==> config.mk <==
export PLATFORM = sky130hd
export DESIGN_NAME = tal_top
export DESIGN_NICKNAME = d
export VERILOG_FILES = /design/src/hw/tal_sync3.v /design/src/hw/tal_conv.v /design/src/hw/tal_top.v
export VERILOG_INCLUDE_DIRS = /design/src /design/src/include
export SDC_FILE = /design/constraint.sdc
export NUM_CORES = 1
export LEC_CHECK = 0
export BUFFER_PORTS_ARGS = -buffer_cell sky130_fd_sc_hd__buf_4
export CORE_MARGIN = 2
export CORE_UTILIZATION = 45
export DETAILED_ROUTE_END_ITERATION = 10
export HOLD_SLACK_MARGIN = 0.05
export PLACE_DENSITY = 0.62
export SYNTH_ARGS = -nofsm -noshare
export SYNTH_HDL_FRONTEND = slang
export SYNTH_SLANG_ARGS = --single-unit
==> constraint.sdc <==
create_clock -name i_core_clk -period 4 [get_ports i_core_clk]
set_clock_uncertainty 0.2 [all_clocks]
set_input_delay 0.8 -clock i_core_clk [delete_from_list [all_inputs] [get_ports i_core_clk]]
set_output_delay 0.8 -clock i_core_clk [all_outputs]
set_load 0.02 [all_outputs]
==> src/include/tal_regs.vh <==
// Command codes, reset values, field positions and timing for the temperature alarm block.
// Included by the conversion sequencer and the top of the block, not by the synchroniser; definitions only.
`ifndef TAL_REGS_VH
`define TAL_REGS_VH

// Command bytes (read and write codes)
`define TAL_CMD_RD_TEMP_LO   8'h81
`define TAL_CMD_RD_TEMP_HI   8'h83
`define TAL_CMD_RD_STATUS    8'h85
`define TAL_CMD_RD_CFG       8'h87
`define TAL_CMD_WR_CFG       8'h92
`define TAL_CMD_RD_FCR       8'h89
`define TAL_CMD_WR_FCR       8'h94
`define TAL_CMD_RD_OVER_TEMP_LIMIT      8'ha1
`define TAL_CMD_WR_OVER_TEMP_LIMIT      8'ha4
`define TAL_CMD_RD_THYST     8'ha3
`define TAL_CMD_WR_THYST     8'ha6
`define TAL_CMD_RD_THIGH     8'h8f
`define TAL_CMD_WR_THIGH     8'h9a
`define TAL_CMD_RD_LOW_TEMP_LIMIT      8'h91
`define TAL_CMD_WR_LOW_TEMP_LIMIT      8'h9c
`define TAL_CMD_SOFT_POR     8'hf8
`define TAL_CMD_ONE_SHOT     8'h9e
`define TAL_CMD_WR_FAN_GAIN  8'hb6

// Reset values and the diode fault byte
`define TAL_RST_CFG          8'h00
`define TAL_RST_STATUS       8'h00
`define TAL_RST_FCR          8'h02
`define TAL_RST_OVER_TEMP_LIMIT         8'h64
`define TAL_RST_THYST        8'h5f
`define TAL_RST_THIGH        8'h7f
`define TAL_RST_LOW_TEMP_LIMIT         8'hc9
`define TAL_DIODE_FAULT_HI   8'h80

// Configuration fields and the fan-gain open-loop bit
`define TAL_CFG_ALERT_OFF    0
`define TAL_CFG_OT_OUT_MASK  1
`define TAL_CFG_OT_IN_INH    2
`define TAL_CFG_THERM_OPEN   3
`define TAL_CFG_WR_PROT      4
`define TAL_CFG_OT_POL       5
`define TAL_CFG_STANDBY      6
`define TAL_CFG_ALERT_MASK   7
`define TAL_FG_FAN_OPEN      0

// Status fields
`define TAL_ST_FAN_FAIL      0
`define TAL_ST_OVER_TEMP     1
`define TAL_ST_DIODE_OPEN    2
`define TAL_ST_LOW           3
`define TAL_ST_HIGH          4
`define TAL_ST_FULL_SCALE    5
`define TAL_ST_ALERT         6
`define TAL_ST_DRV_HOT       7

// Fan driver thermal shutdown, degrees C
`define TAL_DRV_HOT_SET      8'd150
`define TAL_DRV_HOT_CLR      8'd140

// Conversion period
`define TAL_CLK_MHZ          250
`define TAL_CONV_PERIOD_MS   500
`define TAL_CONV_PERIOD_CYC  (`TAL_CONV_PERIOD_MS * 1000 * `TAL_CLK_MHZ)

`endif

==> src/hw/tal_sync3.v <==
// Three-stage synchroniser for a pin input; the output changes once stages two and three agree.
// Assumes a single core clock and a synchronous active-low reset.
`timescale 1ns/100ps
`default_nettype none
module tal_sync3 #(
  parameter RST_VAL = 1'b1
) (
  input  wire i_core_clk,
  input  wire i_rst_b,
  input  wire i_pin,
  output wire o_level
);
  reg s1_ff;
  reg s2_ff;
  reg s3_ff;
  reg lvl_ff;

  always @(posedge i_core_clk) begin
    if (!i_rst_b) begin
      s1_ff  <= RST_VAL;
      s2_ff  <= RST_VAL;
      s3_ff  <= RST_VAL;
      lvl_ff <= RST_VAL;
    end else begin
      s1_ff <= i_pin;
      s2_ff <= s1_ff;
      s3_ff <= s2_ff;
      if (s2_ff == s3_ff) begin
        lvl_ff <= s3_ff;
      end
    end
  end

  assign o_level = lvl_ff;
endmodule
`default_nettype wire

==> src/hw/tal_conv.v <==
// Conversion sequencer: autoconvert timing, standby and single-conversion commands.
// Assumes the analog front end answers each start with one done pulse.
`timescale 1ns/100ps
`default_nettype none
`include "tal_regs.vh"
module tal_conv #(
  parameter P_PERIOD = `TAL_CONV_PERIOD_CYC
) (
  input  wire i_core_clk,
  input  wire i_rst_b,
  input  wire i_standby,
  input  wire i_one_shot,
  input  wire i_adc_done,
  output reg  o_conv_start,
  output reg  o_conv_end,
  output wire o_busy
);
  localparam [2:0] S_IDLE = 3'b001;
  localparam [2:0] S_CONV = 3'b010;
  localparam [2:0] S_WAIT = 3'b100;
  localparam [31:0] PERIOD_FULL = P_PERIOD - 1;
  localparam [26:0] PERIOD_M1   = PERIOD_FULL[26:0];

  reg [2:0]  st_ff;
  reg [2:0]  nxt_st;
  reg [26:0] cnt_ff;
  reg [26:0] nxt_cnt;
  reg        single_ff;
  reg        nxt_single;

  always @(posedge i_core_clk) begin
    if (!i_rst_b) begin
      st_ff     <= S_WAIT;
      cnt_ff    <= 27'h0;
      single_ff <= 1'b0;
    end else begin
      st_ff     <= nxt_st;
      cnt_ff    <= nxt_cnt;
      single_ff <= nxt_single;
    end
  end

  always @* begin
    nxt_st       = st_ff;
    nxt_cnt      = cnt_ff;
    nxt_single   = single_ff;
    o_conv_start = 1'b0;
    o_conv_end   = 1'b0;
    case (st_ff)
      S_IDLE: begin
        if (!i_standby || i_one_shot) begin
          nxt_st       = S_CONV;
          nxt_single   = i_standby;
          o_conv_start = 1'b1;
        end
      end
      S_CONV: begin
        // One-shot is ignored here; a conversion is already running
        if (i_adc_done) begin
          o_conv_end = 1'b1;
          nxt_cnt    = PERIOD_M1;
          nxt_st     = i_standby ? S_IDLE : S_WAIT;
        end else if (i_standby && !single_ff) begin
          // Entering standby abandons the conversion; its result is dropped
          nxt_st = S_IDLE;
        end
      end
      S_WAIT: begin
        if (i_standby && !i_one_shot) begin
          nxt_st = S_IDLE;
        end else if (i_one_shot || cnt_ff == 27'h0) begin
          nxt_st       = S_CONV;
          nxt_single   = i_standby;
          o_conv_start = 1'b1;
        end else begin
          nxt_cnt = cnt_ff - 27'h1;
        end
      end
      default: begin
        nxt_st = S_WAIT;
      end
    endcase
    // No start while reset is low, so a soft reset never leaves the front end converting unseen
    if (!i_rst_b) begin
      o_conv_start = 1'b0;
    end
  end

  assign o_busy = st_ff[1];
endmodule
`default_nettype wire

==> src/hw/tal_top.v <==
// Alarm, over-temperature, diode fault, conversion control and register file of a remote
// diode temperature monitor. The serial front end delivers decoded commands; the analog
// front end delivers conversion results.
// Contract
// - Over-temp out asserts while remote temperature exceeds the over-temp limit.
// - Once asserted, over-temp out holds until temperature drops below hysteresis.
// - Config bit 1 stops internal over-temp errors from driving the pin.
// - Config bit 5 picks pin polarity: 0 active low, 1 active high.
// - Active-low pin pulled low outside drives fan full and sets status 1.
// - Config bit 2 keeps an outside over-temp signal out of status bit 1.
// - Open or shorted diode loads the high temperature byte with 80h.
// - Open diode sets status 2 and alarm at conversion end; both clear on status read.
// - Alarm fires below low or above high limit unless config bit 7 masks.
// - Open diode, short diode, over-temp also fire the alarm and set flags.
// - Alarm stays latched until host reads the status register.
// - Alarm pin is active-low open-drain so several devices may share it.
// - Conversions continue under alarm; causes re-evaluated at every conversion end.
// - Temperature is 11-bit two's complement, 0.125 degree per LSB.
// - In standby a single-conversion command runs one conversion, then standby.
// - A single-conversion command during a running conversion is ignored.
// - In autoconvert, a single-conversion command between conversions starts one now.
// - Config bit 4 protects config bits 6..3, limit, hysteresis and rate; a fan-gain write still sets bit 3 while protected.
// - Config bit 3 opens thermal loop; set itself when fan gain bit 0 written.
// - Status 7 flags driver above 150 C; driver off until below 140 C.
// - Status 0 flags fan failure; status 5 flags full scale in closed loop.
// - Status bits 2..6 clear on status read; alarm follows, reasserts if persists.
`timescale 1ns/100ps
`default_nettype none
`include "tal_regs.vh"
module tal_top #(
  parameter P_CONV_PERIOD = `TAL_CONV_PERIOD_CYC
) (
  input  wire        i_core_clk,
  input  wire        i_rst_b,
  input  wire        i_rd_req,
  input  wire        i_xfer_done,
  input  wire [7:0]  i_xfer_cmd,
  input  wire [7:0]  i_xfer_wdata,
  output reg  [7:0]  o_rdata,
  output wire        o_conv_start,
  input  wire        i_adc_done,
  input  wire [10:0] i_adc_temp,
  input  wire        i_diode_open,
  input  wire        i_diode_short,
  input  wire        i_over_temp_in,
  output wire        o_over_temp_out,
  output wire        o_over_temp_oe,
  output wire        o_alert_out,
  output wire        o_alert_oe,
  input  wire        i_fan_fail,
  input  wire        i_fan_full_scale,
  input  wire        i_fan_closed_loop,
  input  wire [7:0]  i_drv_temp,
  output wire        o_fan_force_full,
  output wire        o_fan_drv_en,
  output wire        o_thermal_open,
  output wire [7:0]  o_fan_rate
);
  reg  [7:0]  cfg_ff;
  reg  [7:0]  fcr_ff;
  reg  [7:0]  over_temp_limit_ff;
  reg  [7:0]  thyst_ff;
  reg  [7:0]  thigh_ff;
  reg  [7:0]  low_temp_limit_ff;
  reg  [10:0] temp_ff;
  reg  [7:0]  temp_hi_ff;
  reg         hi_read_ff;
  reg         ot_int_ff;
  reg         alert_ff;
  reg  [6:2]  sticky_ff;
  reg  [6:2]  nxt_sticky;
  reg         drv_hot_ff;
  reg         soft_por_ff;
  reg  [7:0]  nxt_cfg;
  wire        rst_int_b;
  wire        conv_end;
  wire        conv_busy;
  wire        ot_pin_lvl;
  wire        ot_ext;
  wire        ot_status;
  wire        ot_next;
  wire        is_high;
  wire        is_low;
  wire        int_cause;
  wire        ext_cause;
  wire        wr_ok;
  wire        wr_prot;
  wire        one_shot;
  wire        stat_clr;
  wire [7:0]  status;
  wire [7:0]  temp_lo;

  // Signed compare of the 11-bit reading against a whole-degree limit
  function above;
    input [10:0] t;
    input [7:0]  lim;
    begin
      above = $signed(t) > $signed({lim, 3'b000});
    end
  endfunction

  function below;
    input [10:0] t;
    input [7:0]  lim;
    begin
      below = $signed(t) < $signed({lim, 3'b000});
    end
  endfunction

  // Software power-on reset acts like the reset pin, one cycle later
  assign rst_int_b = i_rst_b & ~soft_por_ff;

  always @(posedge i_core_clk) begin
    if (!i_rst_b) begin
      soft_por_ff <= 1'b0;
    end else begin
      soft_por_ff <= i_xfer_done & (i_xfer_cmd == `TAL_CMD_SOFT_POR);
    end
  end

  assign wr_ok    = i_xfer_done & ~i_xfer_cmd[0];
  assign wr_prot  = cfg_ff[`TAL_CFG_WR_PROT];
  assign one_shot = i_xfer_done & (i_xfer_cmd == `TAL_CMD_ONE_SHOT);
  assign stat_clr = i_xfer_done & (i_xfer_cmd == `TAL_CMD_RD_STATUS);

  tal_conv #(
    .P_PERIOD (P_CONV_PERIOD)
  ) u_conv (
    .i_core_clk   (i_core_clk),
    .i_rst_b      (rst_int_b),
    .i_standby    (cfg_ff[`TAL_CFG_STANDBY]),
    .i_one_shot   (one_shot),
    .i_adc_done   (i_adc_done),
    .o_conv_start (o_conv_start),
    .o_conv_end   (conv_end),
    .o_busy       (conv_busy)
  );

  tal_sync3 #(
    .RST_VAL (1'b1)
  ) u_ot_sync (
    .i_core_clk (i_core_clk),
    .i_rst_b    (rst_int_b),
    .i_pin      (i_over_temp_in),
    .o_level    (ot_pin_lvl)
  );

  // Configuration write with write protection and fan-gain side effect
  always @* begin
    nxt_cfg = cfg_ff;
    if (wr_ok && i_xfer_cmd == `TAL_CMD_WR_CFG) begin
      nxt_cfg = i_xfer_wdata;
      if (wr_prot) begin
        nxt_cfg[6:3] = cfg_ff[6:3];
      end
    end
    if (wr_ok && i_xfer_cmd == `TAL_CMD_WR_FAN_GAIN && i_xfer_wdata[`TAL_FG_FAN_OPEN]) begin
      nxt_cfg[`TAL_CFG_THERM_OPEN] = 1'b1;
    end
  end

  always @(posedge i_core_clk) begin
    if (!rst_int_b) begin
      cfg_ff   <= `TAL_RST_CFG;
      fcr_ff   <= `TAL_RST_FCR;
      over_temp_limit_ff  <= `TAL_RST_OVER_TEMP_LIMIT;
      thyst_ff <= `TAL_RST_THYST;
      thigh_ff <= `TAL_RST_THIGH;
      low_temp_limit_ff  <= `TAL_RST_LOW_TEMP_LIMIT;
    end else begin
      cfg_ff <= nxt_cfg;
      if (wr_ok && !wr_prot) begin
        if (i_xfer_cmd == `TAL_CMD_WR_OVER_TEMP_LIMIT) begin
          over_temp_limit_ff <= i_xfer_wdata;
        end
        if (i_xfer_cmd == `TAL_CMD_WR_THYST) begin
          thyst_ff <= i_xfer_wdata;
        end
        if (i_xfer_cmd == `TAL_CMD_WR_FCR) begin
          fcr_ff <= i_xfer_wdata;
        end
      end
      if (wr_ok && i_xfer_cmd == `TAL_CMD_WR_THIGH) begin
        thigh_ff <= i_xfer_wdata;
      end
      if (wr_ok && i_xfer_cmd == `TAL_CMD_WR_LOW_TEMP_LIMIT) begin
        low_temp_limit_ff <= i_xfer_wdata;
      end
    end
  end

  // Conversion results; a faulty diode replaces the reading with the fault pattern
  always @(posedge i_core_clk) begin
    if (!rst_int_b) begin
      temp_ff    <= 11'h0;
      temp_hi_ff <= 8'h00;
      hi_read_ff <= 1'b0;
    end else if (conv_end) begin
      hi_read_ff <= 1'b0;
      if (i_diode_open || i_diode_short) begin
        temp_ff    <= {`TAL_DIODE_FAULT_HI, 3'b000};
        temp_hi_ff <= `TAL_DIODE_FAULT_HI;
      end else begin
        temp_ff    <= i_adc_temp;
        temp_hi_ff <= i_adc_temp[10:3];
      end
    end else if (i_xfer_done && i_xfer_cmd == `TAL_CMD_RD_TEMP_HI) begin
      hi_read_ff <= 1'b1;
    end
  end

  // Limits are judged on the fresh reading at the end of each conversion
  assign is_high = above(i_adc_temp, thigh_ff);
  assign is_low  = below(i_adc_temp, low_temp_limit_ff);

  // Over-temperature with hysteresis; a faulty diode holds the previous state
  always @(posedge i_core_clk) begin
    if (!rst_int_b) begin
      ot_int_ff <= 1'b0;
    end else if (conv_end && !i_diode_open && !i_diode_short) begin
      if (above(i_adc_temp, over_temp_limit_ff)) begin
        ot_int_ff <= 1'b1;
      end else if (below(i_adc_temp, thyst_ff)) begin
        ot_int_ff <= 1'b0;
      end
    end
  end

  // Only the active-low pin is open drain and can be pulled low from outside
  assign ot_ext = ~cfg_ff[`TAL_CFG_OT_POL] & ~ot_pin_lvl &
                  ~(ot_int_ff & ~cfg_ff[`TAL_CFG_OT_OUT_MASK]);
  assign o_over_temp_out = cfg_ff[`TAL_CFG_OT_POL] & ot_int_ff &
                           ~cfg_ff[`TAL_CFG_OT_OUT_MASK];
  assign o_over_temp_oe  = cfg_ff[`TAL_CFG_OT_POL] |
                           (ot_int_ff & ~cfg_ff[`TAL_CFG_OT_OUT_MASK]);
  assign o_fan_force_full = ot_ext;
  assign ot_status = ot_int_ff | (ot_ext & ~cfg_ff[`TAL_CFG_OT_IN_INH]);

  // Alarm sees this conversion's over-temp decision, not the one from the conversion before
  assign ot_next = (i_diode_open | i_diode_short) ? ot_int_ff :
                   (above(i_adc_temp, over_temp_limit_ff) | (ot_int_ff & ~below(i_adc_temp, thyst_ff)));
  assign int_cause = ~cfg_ff[`TAL_CFG_ALERT_MASK] &
                     (is_high | is_low | i_diode_open | i_diode_short | ot_next);
  assign ext_cause = ot_ext;

  // Sticky flags: a set at conversion end wins over a clear in the same cycle
  always @* begin
    nxt_sticky = stat_clr ? 5'h00 : sticky_ff;
    if (conv_end) begin
      if (!i_diode_short && !i_diode_open) begin
        nxt_sticky[`TAL_ST_HIGH] = sticky_ff[`TAL_ST_HIGH] & ~stat_clr | is_high;
        nxt_sticky[`TAL_ST_LOW]  = sticky_ff[`TAL_ST_LOW] & ~stat_clr | is_low;
      end
      if (i_diode_open) begin
        nxt_sticky[`TAL_ST_DIODE_OPEN] = 1'b1;
      end
      if (int_cause || ext_cause) begin
        nxt_sticky[`TAL_ST_ALERT] = 1'b1;
      end
    end
    if (i_fan_full_scale && i_fan_closed_loop) begin
      nxt_sticky[`TAL_ST_FULL_SCALE] = 1'b1;
    end
  end

  always @(posedge i_core_clk) begin
    if (!rst_int_b) begin
      sticky_ff <= 5'h00;
      alert_ff  <= 1'b0;
    end else begin
      sticky_ff <= nxt_sticky;
      if (conv_end && (int_cause || ext_cause)) begin
        alert_ff <= 1'b1;
      end else if (stat_clr) begin
        alert_ff <= 1'b0;
      end
    end
  end

  // Open drain: the pin is only ever pulled low, the board provides the pull-up
  assign o_alert_out = 1'b0;
  assign o_alert_oe  = alert_ff & ~cfg_ff[`TAL_CFG_ALERT_OFF];

  // Fan driver thermal shutdown with a 10 degree window
  always @(posedge i_core_clk) begin
    if (!rst_int_b) begin
      drv_hot_ff <= 1'b0;
    end else if (i_drv_temp > `TAL_DRV_HOT_SET) begin
      // Read unsigned: a signed byte could never reach the trip point
      drv_hot_ff <= 1'b1;
    end else if (i_drv_temp < `TAL_DRV_HOT_CLR) begin
      drv_hot_ff <= 1'b0;
    end
  end

  assign o_fan_drv_en   = ~drv_hot_ff;
  assign o_thermal_open = cfg_ff[`TAL_CFG_THERM_OPEN];
  assign o_fan_rate     = fcr_ff;

  assign status = {drv_hot_ff, sticky_ff, ot_status, i_fan_fail};
  // Bit 4 warns that the high byte was not read first from this conversion
  assign temp_lo = {temp_ff[2:0], ~hi_read_ff, 4'h0};

  always @(posedge i_core_clk) begin
    if (!rst_int_b) begin
      o_rdata <= 8'h00;
    end else if (i_rd_req) begin
      case (i_xfer_cmd)
        `TAL_CMD_RD_TEMP_LO: o_rdata <= temp_lo;
        `TAL_CMD_RD_TEMP_HI: o_rdata <= temp_hi_ff;
        `TAL_CMD_RD_STATUS:  o_rdata <= status;
        `TAL_CMD_RD_CFG:     o_rdata <= cfg_ff;
        `TAL_CMD_RD_FCR:     o_rdata <= fcr_ff;
        `TAL_CMD_RD_OVER_TEMP_LIMIT:    o_rdata <= over_temp_limit_ff;
        `TAL_CMD_RD_THYST:   o_rdata <= thyst_ff;
        `TAL_CMD_RD_THIGH:   o_rdata <= thigh_ff;
        `TAL_CMD_RD_LOW_TEMP_LIMIT:    o_rdata <= low_temp_limit_ff;
        default:             o_rdata <= 8'h00;
      endcase
    end
  end

endmodule
`default_nettype wire

* Yosys cells after proc, flatten, opt, wreduce, memory -nomap -nowiden
Index checks and enable logic that the tools add are counted.
** Operators by class
- Add/sub/neg operators :: 1
- Magnitude comparators :: 6
- Equal/unequal tests :: 30
- Multiplexer cells :: 42
- Bitwise logic cells :: 41
- Reduce and logical (&&, ||, !) cells :: 42
** Operators by type and width (number)
- equality test 8 bit, second input constant :: 18
- 2-to-1 mux 27 bit :: 3
- one-hot mux 8 bit (9 select lines) :: 1
- one-hot mux 27 bit (2 select lines) :: 1
- logical NOT 27 bit :: 1
- subtractor 27 x 1 -> 27 bit, second input constant :: 1
- 2-to-1 mux 3 bit :: 8
- greater-than comparator 11 bit :: 2
- less-than comparator 11 bit :: 2
- 2-to-1 mux 1 bit :: 21
- AND 1 bit :: 16
- inverter 1 bit :: 15
- logical AND 1 bit :: 14
- nonzero test 2 bit :: 7
- AND reduction 2 bit :: 6
- bitwise OR 1 bit :: 10
- one-hot mux 3 bit (3 select lines) :: 1
- greater-than comparator 8 bit, second input constant :: 1
- less-than comparator 8 bit, second input constant :: 1
- 2-to-1 mux 8 bit :: 1
- AND reduction 4 bit :: 2
- logical NOT 1 bit :: 6
- != test 2 x 1 -> 1 bit, second input constant :: 3
- != test 2 bit, second input constant :: 3
- 13 further kinds :: 18
** Word-level totals
- Register bits after elaboration :: 112
- Input bits :: 46
- Output and inout bits :: 24
- Logic and storage cells :: 187

* Logic depth before layout (Yosys ltp)
Gate-level depths: netlist (run 1).
- Word-level depth :: 10
- Mapped depth :: 9
- Gate-level depth less buffers :: 8

* Modules after synthesis
A second synthesis (run 1) with hierarchy kept.
** Unflattened totals
- Cell total of the unflattened synthesis :: 716
- Area total of the unflattened synthesis :: 6099.6 um2
** By module, submodules not included
- tal_top :: instances 1, cells each 510, area an instance 4332.9 um2, sequential area each 1541.5 um2
- tal_conv :: instances 1, cells each 196, area an instance 1654.1 um2, sequential area each 620.6 um2
- tal_sync3 :: instances 1, cells each 10, area an instance 112.6 um2, sequential area each 80.1 um2

* Least setup slack after synthesis (run 1)
No wires, ideal clock.
- Path type :: input port to output port
- Start :: input port i_xfer_cmd[4]
- End :: output port o_conv_start
- Arrival time :: 2498 ps
- Data required time :: 3000 ps
- Setup slack :: 502 ps
- Stages on the path :: 5
- Buffers on the path :: 1
- Cell sequence :: clkbuf_1 -> nor4bb_1 -> nand4_1 -> and2_1 -> a2111oi_2
** Between the ends
- Longest elaborated chain between the ends :: 7
- Elaborated cells on any way between the ends :: 11
- Classes of those cells :: eq/ne: 1; mux: 5; bitwise: 1; reduce/logical: 4
** Ends and longest elaborated chain
- start, declared :: RTL line tal_top.v:37 : input wire [7:0] i_xfer_cmd,
- equality test 8 bit (no source line) *
- AND 1 bit * :: RTL line tal_top.v:123 : assign one_shot = i_xfer_done & (i_xfer_cmd == `TAL_CMD_ONE_SHOT);
- logical OR 1 bit / logical NOT 1 bit (equally long branches) :: RTL line tal_conv.v:71, tal_conv.v:69
- 2-to-1 mux 1 bit / logical AND 1 bit (equally long branches) :: RTL line tal_conv.v:71, tal_conv.v:69
- 2-to-1 mux 1 bit :: RTL line tal_conv.v:69 : if (i_standby && !i_one_shot) begin
- one-hot mux 1 bit (2 select lines) * :: RTL line tal_conv.v:49 : case (st_ff)
- 2-to-1 mux 1 bit * :: RTL line tal_conv.v:84 : if (!i_rst_b) begin
- end, declared :: RTL line tal_top.v:40 : output wire o_conv_start,
Every way passes the cells marked *; elsewhere a longest branch is shown, timed or not.

* Worst setup path in the final report (run 1)
- Start :: register u_conv.cnt_ff[3]
- End :: output port o_conv_start
** Between the ends
- Longest elaborated chain between the ends :: 6
** Ends and longest elaborated chain
- start, declared :: RTL line tal_conv.v:26 : reg [26:0] cnt_ff;
- start signal, assigned :: RTL line tal_conv.v:38 : cnt_ff <= nxt_cnt;
- logical NOT 27 bit :: RTL line tal_conv.v:71 : end else if (i_one_shot || cnt_ff == 27'h0) begin
- logical OR 1 bit :: RTL line tal_conv.v:71
- 2-to-1 mux 1 bit :: RTL line tal_conv.v:71
- 2-to-1 mux 1 bit :: RTL line tal_conv.v:69
- one-hot mux 1 bit (2 select lines) :: RTL line tal_conv.v:49
- 2-to-1 mux 1 bit :: RTL line tal_conv.v:84
No other way between the ends.

==> results of run 1 <==
[layout make-up]
class                      count  share of cell area (%)
clock buffer                  11                    3.51
clock inverter                 5                   0.669
inverter                      43                    2.33
multi-input combinational    519                    49.9
sequential                   112                    32.4
tap                          176                    3.18
timing repair buffer          74                    8.03
[critical path: stages (launching register included)]
cell and delay (ns):
sky130_fd_sc_hd__dfxtp_1 0.35, sky130_fd_sc_hd__or4_4 0.57, sky130_fd_sc_hd__nor4_1 0.33, sky130_fd_sc_hd__nor3b_4 0.25, sky130_fd_sc_hd__nand2b_1 0.15, sky130_fd_sc_hd__nand2b_1 0.09, sky130_fd_sc_hd__a2111oi_2 0.36, sky130_fd_sc_hd__buf_4 0.20
[kinds of logic after synthesis]
| group | after synthesis |
|---|---|
| and+or+nand+nor | 267 |
| AOI/OAI and AO/OA | 157 |
| DFF | 112 |
| buffers and inverters | 80 |
| muxes | 45 |
| adders and majority gates | 31 |
| xor gates and xnor gates | 18 |
| other | 1 |
[worst max path at each step]
stage                                       start      endpoint  slack (ns)  cells past startpoint
detailed placement                  i_xfer_cmd[4]  o_conv_start        0.41                      6
global placement                    i_xfer_cmd[4]  o_conv_start        0.45                      6
finish              u_conv.cnt_ff[3]$_SDFFE_PN0P_  o_conv_start        0.33                      7
global route        u_conv.cnt_ff[3]$_SDFFE_PN0P_  o_conv_start        0.16                      7
CTS                 u_conv.cnt_ff[3]$_SDFFE_PN0P_  o_conv_start        0.31                      7
floorplan                           i_xfer_cmd[4]  o_conv_start        0.50                      5
[cell usage after synthesis, drive strengths merged, types with 2 or more instances]
library cell	count
a21boi	3
inv	43
nand4	4
or2	5
o211ai	14
a221oi	6
and4	3
nor3	21
a211oi	8
nor2	68
a31oi	5
nand2b	16
a22oi	2
and3	6
a2111oi	2
or3	11
ha	31
xnor2	17
a31o	2
buf	5
a2bb2oi	2
nand3	18
clkbuf	32
or4	7
nor3b	6
nor4	13
a222oi	3
nor2b	11
a22o	15
o21ai	29
mux2i	45
nand2	60
a21oi	47
nor4b	4
o41ai	2
a21o	5
and2	9
dfxtp	112
nand3b	2
a221o	4
[registers in the layout (all words and copies together) (netlist names), 3 cells and up]
signal,flops
u_conv.cnt_ff,27
cfg_ff,8
low_temp_limit_ff,8
o_fan_rate,8
o_rdata,8
over_temp_limit_ff,8
temp_hi_ff,8
thigh_ff,8
thyst_ff,8
sticky_ff,5
temp_ff,3
u_conv.st_ff,3
[where the power goes]
group          switching, mW  leakage [nW]  total [mW]  internal [mW]
clock network          0.450         0.143       0.902          0.452
registers             0.0655         0.907        1.25           1.19
logic                  0.516          1.98       0.906          0.390
total                   1.03          3.03        3.06           2.03
[stage by stage]
step	utilization, %	hold WS, ns
finish	52.7	0.236
global route	52.7	0.256
CTS	52.7	0.248
detailed placement	50.5	0.223
global placement	50.5	0.204
floorplan	-	0.186
[routing by layer]
metal	vias to the layer above	share of wire [%]	global-route usage [%]
li1	2649	-	-
met1	2600	46	34.8
met2	179	46	39.0
met3	20	7.1	6.08
met4	0	1.7	7.72
met5	-	0	0
==> key figures, run 1 <==
Die
  • Die ar.: 0.0143 mm^2
  • Starting utilization of the core area: 45.7%
  • Number of I/O pins: 70
  • Width of the die: 119 um
  • Placeable core region: 0.0131 mm^2
  • Die Y: 119 um
  • Standard-cell rows: 42

Finish
  • Cell Count, Final, Fillers Out: 940
  • Net total in the final layout: 836
  • Layout cell share with drive strength beyond 1: 14.1%
  • Area Overhead vs Synth: 15.3%
  • Antenna diode count: 0
  • Final design area excluding fillers: 0.00692 mm^2
  • Sequential cell area: 0.00224 mm^2
  • Commonest non-fill, non-tap cell in the layout: sky130_fd_sc_hd__dfxtp_1
  • Highest-count cells in the layout ignoring fill and taps: sky130_fd_sc_hd__dfxtp_1 (112), sky130_fd_sc_hd__buf_4 (74), sky130_fd_sc_hd__nor2_1 (68)
  • Multi-input gate area in the final layout: 0.00345 mm^2
  • Filler instances: 1272

Detailed routing
  • Average wire length per cell after detail routing: 18.7 um
  • Number of remaining DRC errors: 0
  • Total wire length after detailed routing: 17.6 mm
  • ANT nets after route: 0
  • Drt pass-1 iters: 5
  • Routed via count divided by cell count: 5.80
  • Total number of vias: 5448
  • First DRT Iteration DRCs: 473

Placement
  • Placed cell area: 0.00663 mm^2
  • Port-buffer cells: 68
  • Total placed cells including tap cells: 924
  • Worst slack, placed: 0.415 ns
  • Final weighted congestion of routability-driven global placement: 0.979
  • Post-detail-place hpwl: 13.1 mm

Clock tree
  • Maximum clock insertion buffer count: 2
  • Clock root buffer: sky130_fd_sc_hd__clkbuf_16
  • Post-cts gate resize count: 0
  • Count of buffers added by post-CTS timing repair for setup: 0
  • Cts hold-fix bufs: 0
  • Clock latency of the later-clocked register in the worst-skew pair: 0.36 ns
  • Total clock sinks: 112
  • TritonCTS clock tree: built
  • Post-CTS clock slew at the launch and capture registers of the worst setup and hold paths: 0.08 ns
  • Maximum level of the CTS H-tree: 3
  • Clock buffer count from CTS: 9

Synth
  • Post-synthesis cell type count: 62
  • Dominant cell type by area after synthesis: sky130_fd_sc_hd__dfxtp_1
  • Share of flip-flops with an asynchronous set or reset after synthesis: 0%
  • Complex-gate fraction of the synthesized area: 17.5%
  • Yosys Warn Count: 0
  • Largest family of logic cells by synthesized area: simple AND/OR/NAND/NOR gates
  • Synth Flop Type: sky130_fd_sc_hd__dfxtp_1
  • Post-synthesis sequential element count: 112
  • Cells taking the most area after synthesis: sky130_fd_sc_hd__dfxtp_1 (37%), sky130_fd_sc_hd__mux2i_1 (7.5%), sky130_fd_sc_hd__ha_1 (6.5%)
  • Synthesized-area fraction occupied by xor and xnor cells: 2.63%
  • Syn Inst Count: 711
  • Area fraction in and, or, nand and nor cells after synthesis: 23.2%
  • Number of enable flip-flop cells after synthesis: 0
  • Fraction of post-synthesis cell area in the top cell type by area: 37.4%
  • Summed instance area of the synthesized netlist: 0.00600 mm^2
  • Post-synthesis net count: 788
  • Share of synthesized area spent on multiplexers: 7.50%
  • Adder-cell share of the synthesized area: 6.46%
  • Sequential cell area fraction in the yosys report: 37.4%
  • Avg Cell Area, Syn: 8.44 um^2

Worst setup path
  • Critical path type: reg2out
  • Max Fanout on Critical Path: 5
  • Worst reg2reg path depth: 7
  • Critical path endpoint category: output port
  • Startpoint of the lowest-slack register-to-register path: over_temp_limit_ff[5]$_SDFFE_PN1P_
  • Kind of start point of the critical path: register
  • Register-to-register path setup slack: 1.18 ns
  • Data required time of the worst path: 3.00 ns
  • Destination of the worst register-to-register timing path: alert_ff$_SDFFE_PN0P_
  • Arr. time, crit path: 2.67 ns

Pwr
  • Total power after layout: 3.06 mW
  • Power density relative to cell area: 442 mW/mm^2
  • Highest ir drop seen on vdd: 0.000255 V
  • LEAKAGE: 3.03 nW

STA
  • Portion of the clock cycle consumed by the worst path in the final layout: 91.7%
  • Final setup violation count: 0
  • Number of failing hold endpoints at the final stage: 0
  • Max_slew headroom: 44.1%
  • Pin slew with the least headroom to its limit: 0.835 ns
  • Final critical delay including setup and external delays: 3.67 ns
  • Post-Route Setup TNS: 0 ns
  • Final-report max-slew violation count: 0
  • RSZ-0062 raised after global routing: no
  • Worst Setup Slack, final: 0.333 ns
  • Maximum clock rate: 273 MHz

Global routing
  • Via count of the first global-routing pass: 5277
  • Pin count of the biggest net entering global routing: 62
  • First-pass GRT wire length: 27.9 mm
  • Residual overflow from global routing: 0
  • Total routing resource utilization after global routing: 25.2%
  • Initial antenna violation count: 0

Hold path
  • Min-Delay Startpoint: u_ot_sync.s1_ff$_SDFF_PN1_
  • Worst hold path depth: 1
  • Capture endpoint of the worst hold path: u_ot_sync.s2_ff$_SDFF_PN1_
  • Classification of the worst-slack hold path: reg2reg

Status
  • Status: completed

Job
  • Number of violations of the max-capacitance limit: 0
Power figures use the tool's default switching activity.
==> run 2, diff against run 1 <==
--- a/config.mk
+++ b/config.mk
@@ -7,6 +7,7 @@
 export NUM_CORES = 1
 export LEC_CHECK = 0
 export BUFFER_PORTS_ARGS = -buffer_cell sky130_fd_sc_hd__buf_4
+export CORE_ASPECT_RATIO = 1.2
 export CORE_MARGIN = 2
 export CORE_UTILIZATION = 45
 export DETAILED_ROUTE_END_ITERATION = 10
==> run 2 against run 1 <==
Highest routed layer unchanged; final area up 0.16%; fmax down 2.3%; worst hold slack worse by 0.016 ns; setup slack worse by 0.088 ns; die area about the same; largest power group unchanged; critical endpoint unchanged; non-clock buffer count up 1; utilization up 0.15 points.
==> key figures, run 2 (synthesized netlist as in run 1, its figures left out) <==
Placement
  • Port-buffer cells: 68
  • Final weighted congestion of routability-driven global placement: 0.951
  • Placed cell area: 0.00663 mm^2
  • Post-detail-place hpwl: 13.6 mm

Detailed routing
  • Total wire length after detailed routing: 17.9 mm
  • First DRT Iteration DRCs: 383
  • Average wire length per cell after detail routing: 19.2 um
  • Routed via count divided by cell count: 5.84
  • Drt pass-1 iters: 5
  • Total number of vias: 5448
  • Number of remaining DRC errors: 0
  • ANT nets after route: 0

STA
  • Final setup violation count: 0
  • Max_slew headroom: 39.8%
  • Maximum clock rate: 266 MHz
  • Post-Route Setup TNS: 0 ns
  • Number of failing hold endpoints at the final stage: 0
  • RSZ-0062 raised after global routing: no
  • Final-report max-slew violation count: 0
  • Pin slew with the least headroom to its limit: 0.895 ns
  • Portion of the clock cycle consumed by the worst path in the final layout: 93.9%
  • Final critical delay including setup and external delays: 3.76 ns

Clock tree
  • Count of buffers added by post-CTS timing repair for setup: 0
  • Clock latency of the later-clocked register in the worst-skew pair: 0.36 ns
  • Total clock sinks: 112
  • Clock buffer count from CTS: 9
  • Maximum clock insertion buffer count: 2
  • Post-CTS clock slew at the launch and capture registers of the worst setup and hold paths: 0.08 ns
  • Clock root buffer: sky130_fd_sc_hd__clkbuf_16
  • Maximum level of the CTS H-tree: 3
  • TritonCTS clock tree: built
  • Post-cts gate resize count: 0
  • Cts hold-fix bufs: 0

Finish
  • Net total in the final layout: 837
  • Layout cell share with drive strength beyond 1: 14.4%
  • Filler instances: 1251
  • Core occupancy in the finished layout: 52.8%
  • Commonest non-fill, non-tap cell in the layout: sky130_fd_sc_hd__dfxtp_1
  • Antenna diode count: 0
  • Highest-count cells in the layout ignoring fill and taps: sky130_fd_sc_hd__dfxtp_1 (112), sky130_fd_sc_hd__buf_4 (75), sky130_fd_sc_hd__nor2_1 (68)
  • Flip-flop count of the largest register, all copies and words added: 27
  • Top reg by flops: u_conv.cnt_ff
  • Final design area excluding fillers: 0.00693 mm^2
  • Area Overhead vs Synth: 15.4%

Pwr
  • Share of power burned in the clock network: 29.7%
  • Power density relative to cell area: 446 mW/mm^2
  • Power spent charging and discharging nets: 1.04 mW
  • Switching share of power: 33.8%
  • Combinational group share of total power: 29.7%
  • Highest ir drop seen on vdd: 0.000291 V
  • Total power after layout: 3.09 mW
  • LEAKAGE: 3.03 nW
  • Internal: 2.05 mW
  • Seq pwr share: 40.6%

Worst setup path
  • Data required time of the worst path: 3.00 ns
  • Kind of start point of the critical path: register
  • CP peak stage delay: 0.57 ns
  • Arr. time, crit path: 2.76 ns
  • Cell type of the slowest stage on the worst timing path: sky130_fd_sc_hd__or4_4
  • Critical Path, Cell by Cell: or4_4, nor4_1, nor3b_4, nand2b_1, nand2b_1, a2111oi_2, buf_4
  • Bufs and invs on worst path: 1
  • Critical path endpoint category: output port
  • Crit-path most repeated cell: sky130_fd_sc_hd__nand2b_1
  • Cell family contributing the most delay on the critical path: simple AND/OR/NAND/NOR gates
  • Critical path type: reg2out
  • Max Fanout on Critical Path: 5

Die
  • Die ar.: 0.0143 mm^2
  • Number of I/O pins: 70
  • Width of the die: 109 um
  • Starting utilization of the core area: 45.7%
  • Standard-cell rows: 46
  • Die Y: 131 um
  • Placeable core region: 0.0131 mm^2

Hold path
  • Classification of the worst-slack hold path: reg2reg

Global routing
  • Residual overflow from global routing: 0
  • Total routing resource utilization after global routing: 25.5%
  • Initial antenna violation count: 0
  • First-pass GRT wire length: 27.4 mm
  • Pin count of the biggest net entering global routing: 39
  • Via count of the first global-routing pass: 5153

Job
  • Number of violations of the max-capacitance limit: 0

Status
  • Status: completed
-- run 2: cell count changes in the layout (fill, tap and decap cells not counted) --
cell	change
sky130_fd_sc_hd__clkinv_8	+1
sky130_fd_sc_hd__clkinvlp_4	+1
sky130_fd_sc_hd__clkinv_4	-1
sky130_fd_sc_hd__inv_8	-1
sky130_fd_sc_hd__clkbuf_1	-1
sky130_fd_sc_hd__clkbuf_8	+1
sky130_fd_sc_hd__buf_4	+1
-- run 2: cell type report --
type / instances / area [um^2] / area share (%)
multi-input cells: 519 / 3450 / 49.8
flip-flops and latches: 112 / 2240 / 32.4
repair buffers: 75 / 563 / 8.13
clock buffers: 11 / 253 / 3.65
well taps: 168 / 210 / 3.03
inverters: 43 / 161 / 2.33
clock inverters: 5 / 50.0 / 0.722
-- run 2: metrics by stage --
stage,std cells,hold WS (ns),worst slack [ns]
finish,933,0.220,0.245
global route,933,0.236,0.128
CTS,933,0.225,0.231
detailed placement,917,0.206,0.471
global placement,917,0.206,0.534
floorplan,711,0.186,0.502
-- run 2: power by group through the flow --
stage	Combinational, mW	Sequential (mW)	Clock [mW]
after floorplan	0.703	1.26	0
after global placement	0.886	1.27	0
after detailed placement	0.907	1.28	0
after CTS	0.912	1.25	0.932
after global routing	1.01	1.26	0.972
final	0.918	1.25	0.916
-- run 2: path summary, 6_finish.rpt --
path                                 startpoint                              to  slack (ns)  cells past startpoint
setup / recovery  u_conv.cnt_ff[3]$_SDFFE_PN0P_                    o_conv_start        0.24                      7
hold reg to reg      u_ot_sync.s1_ff$_SDFF_PN1_      u_ot_sync.s2_ff$_SDFF_PN1_        0.22                      1
setup reg to reg  u_conv.cnt_ff[3]$_SDFFE_PN0P_  u_conv.cnt_ff[24]$_SDFFE_PN0P_        1.11                      5
hold / removal       u_ot_sync.s1_ff$_SDFF_PN1_      u_ot_sync.s2_ff$_SDFF_PN1_        0.22                      1
-- run 2: metal layers --
metal  up-vias  GRT usage, %  routed length, um
met4         0          12.2                607
met5         -             0                  0
met1      2625          31.8               7700
met2       139          43.1               8820
li1       2648             -                  -
met3        36          3.97                804
==> run 3, diff against run 2 <==
--- a/config.mk
+++ b/config.mk
@@ -12,7 +12,8 @@
 export CORE_UTILIZATION = 45
 export DETAILED_ROUTE_END_ITERATION = 10
 export HOLD_SLACK_MARGIN = 0.05
-export PLACE_DENSITY = 0.62
+export MAX_ROUTING_LAYER = met4
+export SETUP_SLACK_MARGIN = 0.5
 export SYNTH_ARGS = -nofsm -noshare
 export SYNTH_HDL_FRONTEND = slang
 export SYNTH_SLANG_ARGS = --single-unit
==> run 3 against run 2 <==
Final area rose by 0.72%; setup slack improved by 0.30 ns; power rose by 1.7%; combinational power rose by 4.5%; via count rose by 1.1%; first-iteration DRC count rose by 21%; sequential share of layout area fell by 0.21 points; worst hold slack got worse by 0.0088 ns; flip-flop and latch count did not move; largest cell class unchanged; clock power rose by 0.9%; wire length rose by 3.4%; critical endpoint unchanged.
==> key figures, run 3 (synthesized netlist as in run 1, its figures left out) <==
Worst setup path
  • Data required time of the worst path: 3.00 ns
  • CP peak stage delay: 0.55 ns
  • Register-to-register path setup slack: 1.40 ns
  • Worst reg2reg path depth: 7
  • Kind of start point of the critical path: register
  • Critical path type: reg2out
  • Startpoint of the lowest-slack register-to-register path: u_conv.cnt_ff[13]$_SDFFE_PN0P_
  • Arr. time, crit path: 2.46 ns
  • Max Fanout on Critical Path: 5
  • Bufs and invs on worst path: 1
  • Critical Path, Cell by Cell: or4_4, or2_4, nor3b_4, nand2b_4, nand2b_1, a2111oi_2, buf_4
  • Cell family contributing the most delay on the critical path: simple AND/OR/NAND/NOR gates
  • Destination of the worst register-to-register timing path: u_conv.cnt_ff[16]$_SDFFE_PN0P_
  • Cell type of the slowest stage on the worst timing path: sky130_fd_sc_hd__or4_4
  • Critical path endpoint category: output port

STA
  • Max_slew headroom: 35.4%
  • Final setup violation count: 0
  • RSZ-0062 raised after global routing: yes
  • Maximum clock rate: 289 MHz
  • Final-report max-slew violation count: 0
  • Pin slew with the least headroom to its limit: 0.966 ns
  • Number of failing hold endpoints at the final stage: 0
  • Final critical delay including setup and external delays: 3.46 ns
  • Post-Route Setup TNS: 0 ns
  • Portion of the clock cycle consumed by the worst path in the final layout: 86.5%

Placement
  • Port-buffer cells: 68
  • Post-detail-place hpwl: 14.1 mm
  • Final weighted congestion of routability-driven global placement: 0.913
  • Placed cell area: 0.00663 mm^2

Pwr
  • Power spent charging and discharging nets: 1.05 mW
  • Switching share of power: 33.4%
  • Power density relative to cell area: 450 mW/mm^2
  • LEAKAGE: 3.05 nW
  • Total power after layout: 3.14 mW
  • Share of power burned in the clock network: 29.4%
  • Internal: 2.09 mW
  • Combinational group share of total power: 30.5%
  • Seq pwr share: 40.0%
  • Highest ir drop seen on vdd: 0.000350 V

Clock tree
  • Post-CTS clock slew at the launch and capture registers of the worst setup and hold paths: 0.07 ns
  • Total clock sinks: 112
  • TritonCTS clock tree: built
  • Clock latency of the later-clocked register in the worst-skew pair: 0.35 ns
  • Maximum clock insertion buffer count: 2
  • Maximum level of the CTS H-tree: 3
  • Clock root buffer: sky130_fd_sc_hd__clkbuf_16
  • Clock buffer count from CTS: 9
  • Cts hold-fix bufs: 0

Die
  • Placeable core region: 0.0131 mm^2
  • Die Y: 131 um
  • Starting utilization of the core area: 45.7%
  • Width of the die: 109 um
  • Die ar.: 0.0143 mm^2
  • Standard-cell rows: 46
  • Number of I/O pins: 70

Detailed routing
  • Drt pass-1 iters: 5
  • Total number of vias: 5507
  • Average wire length per cell after detail routing: 19.8 um
  • ANT nets after route: 0
  • Routed via count divided by cell count: 5.88
  • First DRT Iteration DRCs: 464
  • Total wire length after detailed routing: 18.5 mm
  • Number of remaining DRC errors: 0

Job
  • Number of violations of the max-capacitance limit: 0

Global routing
  • Initial antenna violation count: 0
  • Pin count of the biggest net entering global routing: 33
  • Residual overflow from global routing: 0
  • Total routing resource utilization after global routing: 27.3%
  • First-pass GRT wire length: 28.4 mm
  • Via count of the first global-routing pass: 5342

Finish
  • Flip-flop count of the largest register, all copies and words added: 27
  • Net total in the final layout: 841
  • Layout cell share with drive strength beyond 1: 15.1%
  • Core occupancy in the finished layout: 53.2%
  • Final design area excluding fillers: 0.00698 mm^2
  • Filler instances: 1254
  • Multi-input gate area in the final layout: 0.00347 mm^2
  • Commonest non-fill, non-tap cell in the layout: sky130_fd_sc_hd__dfxtp_1
  • Sequential cell area: 0.00224 mm^2
  • Area Overhead vs Synth: 16.3%
  • Antenna diode count: 0
  • Highest-count cells in the layout ignoring fill and taps: sky130_fd_sc_hd__dfxtp_1 (111), sky130_fd_sc_hd__buf_4 (79), sky130_fd_sc_hd__nor2_1 (68)
  • Top reg by flops: u_conv.cnt_ff

Hold path
  • Worst hold path depth: 1
  • Min-Delay Startpoint: u_ot_sync.s1_ff$_SDFF_PN1_
  • Classification of the worst-slack hold path: reg2reg
  • Capture endpoint of the worst hold path: u_ot_sync.s2_ff$_SDFF_PN1_

Status
  • Status: completed
## run 3: cell types whose count changed in the layout (fill, tap and decap cells not counted), sizes merged
cell / before / now
buf: 75 / 79
bufinv: 0 / 1
clkbuf: 11 / 10
clkinvlp: 1 / 2
inv: 45 / 44
## run 3: through the flow
step	setup WS (ns)	hold WS, ns	cells
after floorplan	0.502	0.186	711
after global placement	0.548	0.199	918
after detailed placement	0.500	0.196	918
after CTS	0.504	0.216	935
after global routing	0.446	0.230	937
final	0.541	0.211	937
## run 3: area by class of cell
type	count	share of cell area [%]
well taps	168	3.01
repair buffers	79	8.50
clock buffers	10	3.28
multi-input cells	519	49.8
inverters	43	2.31
flip-flops and latches	112	32.1
clock inverters	6	0.968
## run 3: worst max-delay path by stage
stage,from,endpoint,slack (ns),cells after the start
floorplan,i_xfer_cmd[4],o_conv_start,0.50,5
detailed placement,i_xfer_cmd[4],o_conv_start,0.50,6
CTS,i_xfer_cmd[4],o_conv_start,0.50,6
global route,u_conv.cnt_ff[13]$_SDFFE_PN0P_,o_conv_start,0.45,7
global placement,i_xfer_cmd[4],o_conv_start,0.55,6
finish,u_conv.cnt_ff[13]$_SDFFE_PN0P_,o_conv_start,0.54,7
## run 3: worst reg2reg max path, stage by stage, from the launching register on
cell	delay, ns
sky130_fd_sc_hd__dfxtp_2	0.34
sky130_fd_sc_hd__or4_4	0.55
sky130_fd_sc_hd__or2_4	0.29
sky130_fd_sc_hd__buf_4	0.15
sky130_fd_sc_hd__nor2_1	0.54
sky130_fd_sc_hd__nor4b_1	0.15
sky130_fd_sc_hd__xnor2_1	0.19
sky130_fd_sc_hd__a21oi_1	0.08
## run 3: repair_timing
item,CTS,global route
setup buffers,1,2
pin swaps,4,2
endpoints found under the setup margin,1,1
gates resized for setup,4,1
## run 3: per-layer routing
metal / share of wire, % / wire length, um / vias up / track usage [%]
li1: - / - / 2647 / -
met1: 42 / 7840 / 2710 / 32.1
met2: 52 / 9650 / 117 / 47.5
met3: 3.2 / 587 / 33 / 3.82
met4: 2.4 / 454 / 0 / 9.46
met5: 0 / 0 / - / -
## run 3: power by group through the flow
stage	sequential, mW	combinational [mW]	clock, mW
3_3_place_gp	1.27	0.892	0
6_report	1.26	0.959	0.924
5_1_grt	1.27	1.06	0.984
2_1_floorplan	1.26	0.703	0
3_5_place_dp	1.28	0.917	0
4_1_cts	1.26	0.954	0.940
